**config.mk**
```make
export PLATFORM = sky130hd
export DESIGN_NAME = srfp_core_flat
export DESIGN_NICKNAME = d
export VERILOG_FILES = /design/src/include/srfp_pkg.sv /design/src/include/srfp_if.sv /design/src/rtl/srfp_core.sv /design/src/rtl/srfp_status_ram.sv /design/src/flat_wrapper.sv
export SDC_FILE = /design/constraint.sdc
export NUM_CORES = 2
export LEC_CHECK = 0
export BUFFER_PORTS_ARGS = -buffer_cell sky130_fd_sc_hd__buf_2
export CORE_MARGIN = 3
export CORE_UTILIZATION = 60
export DETAILED_ROUTE_END_ITERATION = 12
export PLACE_DENSITY = 0.78
export SETUP_SLACK_MARGIN = 0.1
export SLEW_MARGIN = 20
export SYNTH_ARGS = -nofsm -noshare
export SYNTH_HDL_FRONTEND = slang
export SYNTH_SLANG_ARGS = --single-unit
export TNS_END_PERCENT = 100
```
**constraint.sdc**
```tcl
create_clock -name clock -period 8.1 [get_ports clock]
set_clock_uncertainty 0.05 [all_clocks]
set_input_delay 0.405 -clock clock [delete_from_list [all_inputs] [get_ports clock]]
set_output_delay 0.405 -clock clock [all_outputs]
set_load 0.05 [all_outputs]
```
**src/include/srfp_pkg.sv**
```systemverilog
// Constants and types shared by both ends of the receive fabric port
// ==========================================
// Contract
// - Port address selects the status RAM entry
// - Status value belongs to presented port address
// - External select sends fabric status on interface
// - RAM written only under enable, write clock
// - Delay select held zero in dynamic alignment
// - Select zero bypasses delay, one inserts it
// - Tap sets delay, only 0 to 6
// - Status clock is data clock divided by four
// - Wide data with sixteen per-byte enables
// - Port identifier names current read word
// - Start flag high on first packet word
// - End flag high on last packet word
// - Empty flag: truly empty or quarter minus one
// - Error flag high on errored read word
package srfp_pkg;
  localparam int PORT_W = 8;
  localparam int STAT_W = 2;
  localparam int TAP_W = 3;
  localparam int DATA_W = 128;
  localparam int BE_W = 16;
  localparam int BUF_W = 3;
  localparam int DEPTH = 8;
  localparam int CNT_W = 4;
  localparam int DIV_W = 2;
  localparam int NPORT = 256;
  localparam logic [TAP_W-1:0] TAP_MAX = 3'h6;
  localparam logic [CNT_W-1:0] QUARTER = 4'h2;
  localparam logic [CNT_W-1:0] FIFO_FULL = 4'h8;
  localparam logic [CNT_W-1:0] CNT_ONE = 4'h1;
  localparam logic [BUF_W-1:0] PTR_ONE = 3'h1;
  localparam logic [DIV_W-1:0] DIV_ONE = 2'h1;
  localparam logic [DIV_W-1:0] DIV_LAST = 2'h3;
  localparam logic [PORT_W-1:0] PORT_ONE = 8'h01;
  // Status codes on the FIFO status interface
  localparam logic [STAT_W-1:0] ST_STARVING = 2'h0;
  localparam logic [STAT_W-1:0] ST_HUNGRY = 2'h1;
  localparam logic [STAT_W-1:0] ST_SATISFIED = 2'h2;
  // Avalon byte addresses of the controller registers
  localparam int AV_AW = 6;
  localparam logic [AV_AW-1:0] A_CTRL = 6'h00;
  localparam logic [AV_AW-1:0] A_STATWR = 6'h04;
  localparam logic [AV_AW-1:0] A_CMD = 6'h08;
  localparam logic [AV_AW-1:0] A_IRQ_STAT = 6'h0c;
  localparam logic [AV_AW-1:0] A_IRQ_MASK = 6'h10;
  localparam logic [AV_AW-1:0] A_META = 6'h14;
  localparam logic [AV_AW-1:0] A_DATA0 = 6'h18;
  localparam logic [AV_AW-1:0] A_DATA1 = 6'h1c;
  localparam logic [AV_AW-1:0] A_DATA2 = 6'h20;
  localparam logic [AV_AW-1:0] A_DATA3 = 6'h24;
  localparam logic [AV_AW-1:0] A_LINK = 6'h28;
  // CTRL fields
  localparam int C_EXT = 0;
  localparam int C_DSEL = 1;
  localparam int C_DYN = 2;
  localparam int C_ETYPE = 3;
  localparam int C_TAP = 4;
  localparam int C_BUF = 8;
  // IRQ bits: word read, start, end, error
  localparam int IRQ_W = 4;
  localparam int I_WORD = 0;
  localparam int I_SOP = 1;
  localparam int I_EOP = 2;
  localparam int I_ERR = 3;
  localparam logic [31:0] CTRL_RST = 32'h0000_0000;
  typedef enum logic [1:0] {
    SRFP_IDLE = 2'b00,
    SRFP_REQ = 2'b01,
    SRFP_WAIT = 2'b11
  } srfp_rd_state_t;
endpackage

```
**src/include/srfp_if.sv**
```systemverilog
// Link between the receive core and the fabric logic
`timescale 1ns/1ns
interface srfp_if;
  import srfp_pkg::*;
  logic [PORT_W-1:0] status_wr_port_addr;
  logic [STAT_W-1:0] status_wr_value;
  logic external_status_select;
  logic status_ram_wr_en;
  logic status_ram_wr_clk;
  logic clk_delay_line_select;
  logic [TAP_W-1:0] clk_delay_tap;
  logic rx_status_quarter_clk;
  logic [BUF_W-1:0] wide_fifo_rd_addr;
  logic wide_fifo_rd;
  logic wide_fifo_rd_clk;
  logic wide_fifo_rd_valid;
  logic [DATA_W-1:0] wide_fifo_rd_data;
  logic [BE_W-1:0] wide_fifo_byte_en;
  logic [PORT_W-1:0] wide_fifo_port_ident;
  logic wide_fifo_pkt_start;
  logic wide_fifo_pkt_end;
  logic wide_fifo_empty_flag;
  logic wide_fifo_word_error;
  logic empty_flag_type_select;
  modport core (
    input status_wr_port_addr, status_wr_value, external_status_select,
    input status_ram_wr_en, status_ram_wr_clk, clk_delay_line_select, clk_delay_tap,
    input wide_fifo_rd_addr, wide_fifo_rd, wide_fifo_rd_clk, empty_flag_type_select,
    output rx_status_quarter_clk, wide_fifo_rd_valid, wide_fifo_rd_data,
    output wide_fifo_byte_en, wide_fifo_port_ident, wide_fifo_pkt_start,
    output wide_fifo_pkt_end, wide_fifo_empty_flag, wide_fifo_word_error
  );
  modport fabric (
    output status_wr_port_addr, status_wr_value, external_status_select,
    output status_ram_wr_en, status_ram_wr_clk, clk_delay_line_select, clk_delay_tap,
    output wide_fifo_rd_addr, wide_fifo_rd, wide_fifo_rd_clk, empty_flag_type_select,
    input rx_status_quarter_clk, wide_fifo_rd_valid, wide_fifo_rd_data,
    input wide_fifo_byte_en, wide_fifo_port_ident, wide_fifo_pkt_start,
    input wide_fifo_pkt_end, wide_fifo_empty_flag, wide_fifo_word_error
  );
endinterface

```
**src/rtl/srfp_core.sv**
```systemverilog
// Receive core end: wide FIFO read port, status RAM, delay line, status clock
`timescale 1ns/1ns
module srfp_core
  import srfp_pkg::*;
(
  // Clock and reset
  input wire logic clock,
  input wire logic arst_n,
  // Link to fabric
  srfp_if.core lnk,
  // Receive data clock, one-cycle enable per data clock edge
  input wire logic rx_data_clk,
  // Received words entering the FIFO
  input wire logic in_valid,
  output logic in_ready,
  input wire logic [srfp_pkg::DATA_W-1:0] in_data,
  input wire logic [srfp_pkg::BE_W-1:0] in_be,
  input wire logic [srfp_pkg::PORT_W-1:0] in_port,
  input wire logic in_sop,
  input wire logic in_eop,
  input wire logic in_err,
  // Status interface and delayed clock path
  output logic [srfp_pkg::STAT_W-1:0] fifo_status,
  output logic [srfp_pkg::PORT_W-1:0] fifo_status_port,
  output logic rx_clk_path
);
  import srfp_pkg::*;
  localparam int WORD_W = DATA_W + BE_W + PORT_W + 3;

  logic [WORD_W-1:0] store [DEPTH];
  logic [BUF_W-1:0] wr_ptr;
  logic [BUF_W-1:0] rd_ptr;
  logic [CNT_W-1:0] count;
  logic [WORD_W-1:0] head;
  logic head_match;
  logic do_push;
  logic do_pop;
  logic next_empty;
  logic [DIV_W-1:0] div_cnt;
  logic status_tick;
  logic [PORT_W-1:0] cal_port;
  logic [STAT_W-1:0] ram_status;
  logic [STAT_W-1:0] own_status;
  logic [TAP_MAX:0] dly_line;
  logic [TAP_W-1:0] tap_eff;

  // ==========================================
  // FIFO storage
  assign head = store[rd_ptr];
  // Read address picks which buffer may be drained
  assign head_match = head[PORT_W+2:3] == {{(PORT_W-BUF_W){1'b0}}, lnk.wide_fifo_rd_addr} ||
                      head[BUF_W+2:3] == lnk.wide_fifo_rd_addr;
  assign do_push = in_valid && in_ready;
  assign do_pop = lnk.wide_fifo_rd_clk && lnk.wide_fifo_rd && count != '0 && head_match;

  always_ff @(posedge clock or negedge arst_n)
  begin
    if (!arst_n)
      in_ready <= 1'b0;
    else
      in_ready <= (count + CNT_W'(do_push)) < FIFO_FULL - CNT_W'(do_pop) + CNT_W'(do_pop);
  end

  for (genvar i = 0; i < DEPTH; i++)
  begin : g_store
    always_ff @(posedge clock or negedge arst_n)
    begin
      if (!arst_n)
        store[i] <= '0;
      else if (do_push && wr_ptr == BUF_W'(i))
        store[i] <= {in_data, in_be, in_port, in_sop, in_eop, in_err};
    end
  end

  always_ff @(posedge clock or negedge arst_n)
  begin
    if (!arst_n)
    begin
      wr_ptr <= '0;
      rd_ptr <= '0;
      count <= '0;
    end
    else
    begin
      if (do_push)
        wr_ptr <= wr_ptr + PTR_ONE;
      if (do_pop)
        rd_ptr <= rd_ptr + PTR_ONE;
      if (do_push && !do_pop)
        count <= count + CNT_ONE;
      else if (do_pop && !do_push)
        count <= count - CNT_ONE;
    end
  end

  // ==========================================
  // Read port
  always_ff @(posedge clock or negedge arst_n)
  begin
    if (!arst_n)
    begin
      lnk.wide_fifo_rd_valid <= 1'b0;
      lnk.wide_fifo_rd_data <= '0;
      lnk.wide_fifo_byte_en <= '0;
      lnk.wide_fifo_port_ident <= '0;
      lnk.wide_fifo_pkt_start <= 1'b0;
      lnk.wide_fifo_pkt_end <= 1'b0;
      lnk.wide_fifo_word_error <= 1'b0;
    end
    else
    begin
      lnk.wide_fifo_rd_valid <= do_pop;
      if (do_pop)
      begin
        lnk.wide_fifo_rd_data <= head[WORD_W-1 -: DATA_W];
        lnk.wide_fifo_byte_en <= head[WORD_W-DATA_W-1 -: BE_W];
        lnk.wide_fifo_port_ident <= head[PORT_W+2:3];
        lnk.wide_fifo_pkt_start <= head[2];
        lnk.wide_fifo_pkt_end <= head[1];
        lnk.wide_fifo_word_error <= head[0];
      end
    end
  end

  // ==========================================
  // Empty flag, seen after this cycle's push and pop
  always_comb
  begin
    logic [CNT_W-1:0] after;
    after = count + CNT_W'(do_push) - CNT_W'(do_pop);
    if (lnk.empty_flag_type_select)
      next_empty = after <= QUARTER - CNT_ONE;
    else
      next_empty = after == '0;
  end

  always_ff @(posedge clock or negedge arst_n)
  begin
    if (!arst_n)
      lnk.wide_fifo_empty_flag <= 1'b1;
    else
      lnk.wide_fifo_empty_flag <= next_empty;
  end

  // ==========================================
  // Status RAM, written from the fabric
  // enable gated write
  srfp_status_ram u_ram (
    .clock(clock),
    .arst_n(arst_n),
    .wr_en(lnk.status_ram_wr_clk && lnk.status_ram_wr_en),
    .wr_addr(lnk.status_wr_port_addr),
    .wr_data(lnk.status_wr_value),
    .rd_addr(cal_port),
    .rd_data(ram_status)
  );

  // ==========================================
  // Quarter-rate status clock
  always_ff @(posedge clock or negedge arst_n)
  begin
    if (!arst_n)
    begin
      div_cnt <= '0;
      lnk.rx_status_quarter_clk <= 1'b0;
    end
    else if (rx_data_clk)
    begin
      div_cnt <= div_cnt + DIV_ONE;
      lnk.rx_status_quarter_clk <= (div_cnt + DIV_ONE) >= DIV_ONE + DIV_ONE;
    end
  end

  assign status_tick = rx_data_clk && div_cnt == DIV_LAST;

  // Own status tracks the shared FIFO fill for every port
  assign own_status = count == '0 ? ST_STARVING :
                      count < QUARTER ? ST_HUNGRY : ST_SATISFIED;

  // Calendar walks all ports, one per status clock
  always_ff @(posedge clock or negedge arst_n)
  begin
    if (!arst_n)
    begin
      cal_port <= '0;
      fifo_status <= ST_STARVING;
      fifo_status_port <= '0;
    end
    else if (status_tick)
    begin
      cal_port <= cal_port + PORT_ONE;
      fifo_status_port <= cal_port;
      fifo_status <= lnk.external_status_select ? ram_status : own_status;
    end
  end

  // ==========================================
  // Delay line on the receive clock path
  // invalid tap clamped
  assign tap_eff = lnk.clk_delay_tap > TAP_MAX ? TAP_MAX : lnk.clk_delay_tap;

  always_ff @(posedge clock or negedge arst_n)
  begin
    if (!arst_n)
    begin
      dly_line <= '0;
      rx_clk_path <= 1'b0;
    end
    else
    begin
      dly_line <= {dly_line[TAP_MAX-1:0], rx_data_clk};
      rx_clk_path <= lnk.clk_delay_line_select ? dly_line[tap_eff] : rx_data_clk;
    end
  end
endmodule

```
**src/rtl/srfp_status_ram.sv**
```systemverilog
// Port status RAM, one two-bit entry per logical port
`timescale 1ns/1ns
module srfp_status_ram
  import srfp_pkg::*;
(
  // Clock and reset
  input wire logic clock,
  input wire logic arst_n,
  // Write side
  input wire logic wr_en,
  input wire logic [srfp_pkg::PORT_W-1:0] wr_addr,
  input wire logic [srfp_pkg::STAT_W-1:0] wr_data,
  // Read side
  input wire logic [srfp_pkg::PORT_W-1:0] rd_addr,
  output logic [srfp_pkg::STAT_W-1:0] rd_data
);
  import srfp_pkg::*;
  logic [STAT_W-1:0] entry [NPORT];

  for (genvar i = 0; i < NPORT; i++)
  begin : g_entry
    always_ff @(posedge clock or negedge arst_n)
    begin
      if (!arst_n)
        entry[i] <= ST_STARVING;
      else if (wr_en && wr_addr == PORT_W'(i))
        entry[i] <= wr_data;
    end
  end

  assign rd_data = entry[rd_addr];
endmodule

```
**src/flat_wrapper.sv**
```systemverilog
// flat-port wrapper written by rule: the top's interface ports become plain ports
module srfp_core_flat import srfp_pkg::*;
  (clock, arst_n, rx_data_clk, in_valid, in_ready, in_data, in_be, in_port, in_sop, in_eop, in_err, fifo_status, fifo_status_port, rx_clk_path, lnk_status_wr_port_addr, lnk_status_wr_value, lnk_external_status_select, lnk_status_ram_wr_en, lnk_status_ram_wr_clk, lnk_clk_delay_line_select, lnk_clk_delay_tap, lnk_wide_fifo_rd_addr, lnk_wide_fifo_rd, lnk_wide_fifo_rd_clk, lnk_empty_flag_type_select, lnk_rx_status_quarter_clk, lnk_wide_fifo_rd_valid, lnk_wide_fifo_rd_data, lnk_wide_fifo_byte_en, lnk_wide_fifo_port_ident, lnk_wide_fifo_pkt_start, lnk_wide_fifo_pkt_end, lnk_wide_fifo_empty_flag, lnk_wide_fifo_word_error);
  srfp_if lnk_i ();
  input wire logic clock;
  input wire logic arst_n;
  input wire logic rx_data_clk;
  input wire logic in_valid;
  output logic in_ready;
  input wire logic [srfp_pkg::DATA_W-1:0] in_data;
  input wire logic [srfp_pkg::BE_W-1:0] in_be;
  input wire logic [srfp_pkg::PORT_W-1:0] in_port;
  input wire logic in_sop;
  input wire logic in_eop;
  input wire logic in_err;
  output logic [srfp_pkg::STAT_W-1:0] fifo_status;
  output logic [srfp_pkg::PORT_W-1:0] fifo_status_port;
  output logic rx_clk_path;
  input wire logic [$bits(lnk_i.status_wr_port_addr)-1:0] lnk_status_wr_port_addr;
  input wire logic [$bits(lnk_i.status_wr_value)-1:0] lnk_status_wr_value;
  input wire logic [$bits(lnk_i.external_status_select)-1:0] lnk_external_status_select;
  input wire logic [$bits(lnk_i.status_ram_wr_en)-1:0] lnk_status_ram_wr_en;
  input wire logic [$bits(lnk_i.status_ram_wr_clk)-1:0] lnk_status_ram_wr_clk;
  input wire logic [$bits(lnk_i.clk_delay_line_select)-1:0] lnk_clk_delay_line_select;
  input wire logic [$bits(lnk_i.clk_delay_tap)-1:0] lnk_clk_delay_tap;
  input wire logic [$bits(lnk_i.wide_fifo_rd_addr)-1:0] lnk_wide_fifo_rd_addr;
  input wire logic [$bits(lnk_i.wide_fifo_rd)-1:0] lnk_wide_fifo_rd;
  input wire logic [$bits(lnk_i.wide_fifo_rd_clk)-1:0] lnk_wide_fifo_rd_clk;
  input wire logic [$bits(lnk_i.empty_flag_type_select)-1:0] lnk_empty_flag_type_select;
  output wire logic [$bits(lnk_i.rx_status_quarter_clk)-1:0] lnk_rx_status_quarter_clk;
  output wire logic [$bits(lnk_i.wide_fifo_rd_valid)-1:0] lnk_wide_fifo_rd_valid;
  output wire logic [$bits(lnk_i.wide_fifo_rd_data)-1:0] lnk_wide_fifo_rd_data;
  output wire logic [$bits(lnk_i.wide_fifo_byte_en)-1:0] lnk_wide_fifo_byte_en;
  output wire logic [$bits(lnk_i.wide_fifo_port_ident)-1:0] lnk_wide_fifo_port_ident;
  output wire logic [$bits(lnk_i.wide_fifo_pkt_start)-1:0] lnk_wide_fifo_pkt_start;
  output wire logic [$bits(lnk_i.wide_fifo_pkt_end)-1:0] lnk_wide_fifo_pkt_end;
  output wire logic [$bits(lnk_i.wide_fifo_empty_flag)-1:0] lnk_wide_fifo_empty_flag;
  output wire logic [$bits(lnk_i.wide_fifo_word_error)-1:0] lnk_wide_fifo_word_error;
  assign lnk_i.status_wr_port_addr = lnk_status_wr_port_addr;
  assign lnk_i.status_wr_value = lnk_status_wr_value;
  assign lnk_i.external_status_select = lnk_external_status_select;
  assign lnk_i.status_ram_wr_en = lnk_status_ram_wr_en;
  assign lnk_i.status_ram_wr_clk = lnk_status_ram_wr_clk;
  assign lnk_i.clk_delay_line_select = lnk_clk_delay_line_select;
  assign lnk_i.clk_delay_tap = lnk_clk_delay_tap;
  assign lnk_i.wide_fifo_rd_addr = lnk_wide_fifo_rd_addr;
  assign lnk_i.wide_fifo_rd = lnk_wide_fifo_rd;
  assign lnk_i.wide_fifo_rd_clk = lnk_wide_fifo_rd_clk;
  assign lnk_i.empty_flag_type_select = lnk_empty_flag_type_select;
  assign lnk_rx_status_quarter_clk = lnk_i.rx_status_quarter_clk;
  assign lnk_wide_fifo_rd_valid = lnk_i.wide_fifo_rd_valid;
  assign lnk_wide_fifo_rd_data = lnk_i.wide_fifo_rd_data;
  assign lnk_wide_fifo_byte_en = lnk_i.wide_fifo_byte_en;
  assign lnk_wide_fifo_port_ident = lnk_i.wide_fifo_port_ident;
  assign lnk_wide_fifo_pkt_start = lnk_i.wide_fifo_pkt_start;
  assign lnk_wide_fifo_pkt_end = lnk_i.wide_fifo_pkt_end;
  assign lnk_wide_fifo_empty_flag = lnk_i.wide_fifo_empty_flag;
  assign lnk_wide_fifo_word_error = lnk_i.wide_fifo_word_error;
  srfp_core u_core (.clock(clock), .arst_n(arst_n), .lnk(lnk_i), .rx_data_clk(rx_data_clk), .in_valid(in_valid), .in_ready(in_ready), .in_data(in_data), .in_be(in_be), .in_port(in_port), .in_sop(in_sop), .in_eop(in_eop), .in_err(in_err), .fifo_status(fifo_status), .fifo_status_port(fifo_status_port), .rx_clk_path(rx_clk_path));
endmodule
```
Word level (Yosys, flattened, before mapping)
Cells that the tools add are included.

Equal/unequal tests: 265. Bitwise operators: 2. Reduce and logical (&&, ||, !) cells: 281. Muxes and demuxes: 16. Magnitude comparators: 8. Add/subtract/negate cells: 10.

Operator list (number): equality test 8 bit, second input constant (128); equality test 8 x 7 -> 1 bit, second input constant (64); binary-select mux 155 bit (select 3 bit) (1); two-way mux 155 bit (2); logical AND 1 bit (272); equality test 8 x 6 -> 1 bit, second input constant (32); equality test 8 x 5 -> 1 bit, second input constant (16); equality test 8 x 4 -> 1 bit, second input constant (8); equality test 8 x 3 -> 1 bit, second input constant (4); binary-select mux 2 bit (select 8 bit) (1); equality test 8 x 2 -> 1 bit, second input constant (2); equality test 3 bit, second input constant (4); two-way mux 2 bit (5); greater-or-equal comparator 9 bit, second input constant (1); inverter 8 -> 9 bit (1); adder 4 x 1 -> 4 bit (2); adder 8 x 1 -> 8 bit, second input constant (1); equality test 8 x 1 -> 1 bit, second input constant (1); equality test 8 x 3 -> 1 bit (1); zero test 4 bit (2); zero test 8 bit (1); two-way mux 4 bit (2); adder 3 x 1 -> 3 bit, second input constant (2); equality test 3 x 2 -> 1 bit, second input constant (2); 24 further kinds (27).

Logic and storage cells: 865. Output and inout bits: 170. Register bits after elaboration: 1949.

Depth between registers and ports, before layout
Word-level depth: 10. Gate-level depth with buffers: 18. Depth with buffers taken out: 13.

Hierarchy
A second synthesis with hierarchy kept.

Cell total of the unflattened synthesis: 5662. Area total of the unflattened synthesis: 86355.3 um^2.

By module, submodules not included: srfp_core (instances 1, cells an instance 3847, seq. area each 35935.7 um^2, area each 61818.0 um^2); srfp_status_ram (instances 1, cells an instance 1815, seq. area each 12812.3 um^2, area each 24537.3 um^2).

Least setup slack after synthesis
No wires, ideal clock.

Path kind: reg2reg. From: register u_core.rd_ptr[0]. To: register u_core.count[3]. Path slack: 4.620 ns. Arrival: 3.304 ns. Setup time: 0.125 ns. Stages on the path, launching flop included: 19. Buffers on the path: 5. Cells stage by stage: dfrtp_1 -> buf_2 -> buf_6 -> mux4_2 -> mux2i_2 -> xnor2_1 -> nor4_2 -> buf_2 -> buf_2 -> buf_4 -> inv_1 -> ha_1 -> inv_1 -> ha_1 -> a21o_1 -> a21oi_1 -> xnor2_1 -> nor2_1 -> xor2_1.

Cells in the longest elaborated chain, start to end: 10. Elaborated cells between the ends (all ways): 13. Classes of those cells: 2 x eq/ne; 4 x mux; 1 x bitwise; 6 x reduce/logical.

RTL lines: start: declaration (line srfp_core.sv:32) `logic [BUF_W-1:0] rd_ptr;`; start signal: assignment (line srfp_core.sv:88) `rd_ptr <= rd_ptr + PTR_ONE;`; inverter 3 -> 4 bit (not written as such) * (line srfp_core.sv:49) `assign head = store[rd_ptr];`; binary-select mux 155 bit (select 3 bit) * (line srfp_core.sv:49); two-way mux 155 bit (not written as such) * (2 in a row) (line srfp_core.sv:49); equality test 8 x 3 -> 1 bit / equality test 3 bit (equally long branches) (line srfp_core.sv:51, srfp_core.sv:52); logical OR 1 bit * (line srfp_core.sv:51) `assign head_match = head[PORT_W+2:3] == {{(PORT_W-BUF_W){1'b0}}, lnk.wide_fifo_rd_addr} ||`; logical AND 1 bit * (line srfp_core.sv:54) `assign do_pop = lnk.wide_fifo_rd_clk && lnk.wide_fifo_rd && count != '0 && head_match;`; via u_core.do_pop (line srfp_core.sv:37) `logic do_pop;`; zero test 1 bit (line srfp_core.sv:89) `if (do_push && !do_pop)`; logical AND 1 bit (line srfp_core.sv:89); two-way mux 4 bit / nonzero test 2 bit (equally long branches); end signal: assignment (line srfp_core.sv:90) `count <= count + CNT_ONE;`; end signal: assignment (line srfp_core.sv:92) `count <= count - CNT_ONE;`; end: declaration (line srfp_core.sv:33) `logic [CNT_W-1:0] count;`.

The timed path passes the listed nets; every way through them passes the cells marked *. The select of a mux whose other input is x is not followed. A chain may end at the register's enable or synchronous reset.

Worst setup path in the final report
From: register u_core.rd_ptr[0]. To: register u_core.count[3].

Cells in the longest elaborated chain, start to end: 10. Elaborated cells between the ends (all ways): 13. Classes of those cells: 2 x eq/ne; 4 x mux; 1 x bitwise; 6 x reduce/logical.

RTL lines (line): inverter 3 -> 4 bit (not written as such) * (srfp_core.sv:49); binary-select mux 155 bit (select 3 bit) * (srfp_core.sv:49); two-way mux 155 bit (not written as such) * (2 in a row) (srfp_core.sv:49); equality test 8 x 3 -> 1 bit / equality test 3 bit (equally long branches) (srfp_core.sv:51, srfp_core.sv:52); logical OR 1 bit * (srfp_core.sv:51); logical AND 1 bit * (srfp_core.sv:54); zero test 1 bit (srfp_core.sv:89); logical AND 1 bit (srfp_core.sv:89); two-way mux 4 bit / nonzero test 2 bit (equally long branches).

Mark *: on every way between the ends. The rest lies on a longest branch, timed or not. The select of a mux whose other input is x is not followed.

==> flow_summary.json <==
{
  "finalMaxSlewViolations": 0,
  "clkTransAtPathRegs_ns": 0.06,
  "grt_pass1_vias": 53600,
  "ios": 352,
  "dieArea_um2": 148000,
  "grt_max_degree": 193,
  "wl_per_cell_um": 25.4,
  "dieWidth_um": 385,
  "power_density_nw_per_um2": 383,
  "rsz0062_at_grt": "no",
  "cts_sinks": 1948,
  "ys_ff_latch": 1948,
  "syn_area_per_cell_um2": 15.4,
  "rows": 138,
  "antenna_found_initial": 19,
  "dr_total_vias": 50300,
  "crit_fanout": 56,
  "die_h_um": 385,
  "layout_setup_ws_ns": 3.68,
  "synth_edf_count": 0,
  "clockBufferDepth": 3,
  "peakVddDrop_uv": 360,
  "gr-total-overflow": 0,
  "fillCellCount": 9474,
  "tns_ns": 0,
  "grtUsageTotal_pct": 27.8,
  "fin_crit_sh_pct": 54.6,
  "status": "completed",
  "via_per_inst": 6.24,
  "synth_cells": 5607,
  "arrival_ns": 5.05,
  "areaGrowthSynthToFinish_pct": 13.4,
  "ant_nets": 0,
  "fmax_mhz": 226,
  "core_area_um2": 142000,
  "start_util_pct": 60.7,
  "setup_violations": 0,
  "routed_wl_um": 205000,
  "startpoint_type": "register",
  "portBuffers": 351,
  "syn-num-nets": 5806,
  "crit_type": "reg -> reg",
  "cts_tree": "yes",
  "htree_levels": 4,
  "drt_pre_antenna_iters": 5,
  "drt_iter0_drc": 3327,
  "hpwl_um": 116000,
  "drc": 0,
  "cts-root-buf": "clkbuf_16",
  "ys_seq_area_share_pct": 56.5,
  "grt_pass1_wl_um": 319000,
  "relSlewSlack_pct": 26.0,
  "critPathCaptureType": "register",
  "synthesis.area_um2": 86300,
  "yosysWarnings": 0,
  "worst_slew_pin_slew_ns": 1.11,
  "fin_nets": 6196,
  "layout-drive-gt1-share_pct": 48.0,
  "critPathRequiredTime_ns": 8.73,
  "numCtsBuffers": 197,
  "clk_latency_ns": 0.81,
  "pre_cts_slack_ns": 3.65,
  "synth_flop_cell": "dfrtp_1",
  "drv_cap": 0,
  "period_minus_slack_ns": 4.42,
  "power.leakage_nw": 43.8,
  "hold_path_class": "in -> reg",
  "yosysUniqueCellTypes": 56,
  "async_flop_share_pct": 100,
  "cts_resized": 0,
  "gp_congestion": 0.818,
  "hold_viol_final": 0
}
## per-stage QoR
step,area (um2),util (%),hold WS [ns],total power [mW],std cells
6_report,97900,68.8,0.151,37.5,8056
5_1_grt,97900,68.8,0.142,39.3,8051
4_1_cts,97900,68.8,0.111,37.7,8043
3_5_place_dp,89600,63.0,0.306,28.3,7526
3_3_place_gp,89600,63.0,0.305,27.7,7526
2_1_floorplan,86300,-,0.0594,25.0,5607
## cell usage in the layout (no fill, tap or decap), drive strengths merged, types with 3 or more instances in the layout
cell type / instances
ha: 16
diode: 13
xor2: 6
o31ai: 3
nand2b: 13
xnor2: 15
o211ai: 4
o22ai: 4
buf: 424
nand3: 19
bufinv: 13
inv: 19
clkinv: 38
nor3: 28
nor2b: 14
mux4: 433
mux2i: 207
clkbuf: 297
a211oi: 3
a21oi: 168
nor2: 347
dlygate4sd3: 162
o21ai: 13
and2: 7
nor4: 6
dfrtp: 1947
a221oi: 14
mux2: 1767
nand2: 134
a31oi: 3
## metal layers
layer | share of wire, % | track usage (%)
met1 | 43 | 38.8
met2 | 49 | 45.0
met3 | 5.6 | 4.96
met4 | 2.7 | 8.31
met5 | 0.035 | 0
## sequential cells by signal (all words and copies together) (netlist names)
register                         cells
u_core.store                      1240
u_core.u_ram.entry                 512
u_core.lnk.wide_fifo_rd_data       128
u_core.lnk.wide_fifo_byte_en        16
u_core.cal_port                      8
u_core.fifo_status_port              8
u_core.lnk.wide_fifo_port_ident      8
u_core.dly_line                      7
u_core.count                         4
u_core.rd_ptr                        3
u_core.wr_ptr                        3
u_core.div_cnt                       2
u_core.fifo_status                   2
u_core.in_ready                      1
u_core.lnk.wide_fifo_empty_flag      1
u_core.lnk.wide_fifo_pkt_end         1
u_core.lnk.wide_fifo_pkt_start       1
u_core.lnk.wide_fifo_rd_valid        1
u_core.lnk.wide_fifo_word_error      1
u_core.rx_clk_path                   1
## cell families (layout without fill, tap and decap cells)
family                   after synthesis  in the layout  share of synthesized area [%]
AO/OA/AOI/OAI                        227            227                           1.48
XOR/XNOR                              21             21                          0.213
adder cells (fa/ha/maj)               17             17                          0.255
buffers and inverters                408            954                           2.09
flip-flops                          1948           1948                           56.5
multiplexers                        2407           2407                           36.7
other                                  0             13                              0
AND/OR/NAND/NOR                      579            579                           2.75
## critical path, cell delays in order, from the launching register on
cell,delay [ns]
dfrtp_4,0.95
mux4_2,0.59
mux2i_1,0.23
xnor2_1,0.14
nor4_4,0.26
buf_4,0.60
inv_1,0.10
ha_1,0.25
inv_1,0.13
ha_1,0.25
a21o_1,0.18
a21oi_1,0.17
xnor2_1,0.13
nor2_1,0.06
xor2_1,0.14
## final timing paths
check                                       start                       to  slack (ns)  cells past startpoint
max                              u_core.rd_ptr[0]          u_core.count[3]        3.68                     14
min                        lnk_status_wr_value[1]  u_core.u_ram.entry[125]        0.15                      2
max reg2reg                      u_core.rd_ptr[0]          u_core.count[3]        3.68                     14
min reg2reg                    u_core.dly_line[4]       u_core.dly_line[5]        0.31                      0
max in group asynchronous                  arst_n  u_core.u_ram.entry[464]        5.67                      4
min in group asynchronous                  arst_n        u_core.store[983]        0.20                      2
## cell type report
cell class / count / area, um2 / area share [%]
Multi-Input combinational cell: 3251 / 35900 / 36.7
Antenna cell: 13 / 32.5 / 0.0332
Clock buffer: 297 / 5840 / 5.96
Tap cell: 1890 / 2360 / 2.42
Timing Repair Buffer: 586 / 4170 / 4.26
Clock inverter: 58 / 781 / 0.797
Inverter: 13 / 48.8 / 0.0498
Sequential cell: 1948 / 48800 / 49.8
## cell usage after synthesis, types with 13 or more instances
| cell type | count | share of area (%) |
|---|---|---|
| buf_6 | 24 | 0.31 |
| clkbuf_1 | 283 | 1.2 |
| mux2_2 | 1766 | 23 |
| nor2_1 | 347 | 1.5 |
| mux4_2 | 433 | 11 |
| nand2_1 | 134 | 0.58 |
| a221oi_1 | 14 | 0.14 |
| nand2b_1 | 13 | 0.094 |
| buf_2 | 50 | 0.29 |
| a21oi_1 | 168 | 0.97 |
| ha_1 | 16 | 0.23 |
| nor2b_1 | 14 | 0.10 |
| nor3_1 | 28 | 0.16 |
| mux2i_1 | 206 | 2.4 |
| buf_1 | 29 | 0.13 |
| xnor2_1 | 15 | 0.15 |
| dfrtp_1 | 1947 | 56 |
| nand3_1 | 19 | 0.11 |
## where the power goes
part	leakage [nW]	switching (mW)	internal, mW
clock	3.27	3.83	5.40
combinational	15.9	6.19	6.51
sequential	24.7	2.19	13.4
## timing repair
| item | 4_1_cts | 5_1_grt |
|---|---|---|
| hold buffers | 162 | 0 |
| endpoints found under the hold margin | 1366 | 0 |
| buffers inserted | 0 | 0 |
(Power assumes the default switching activity.)
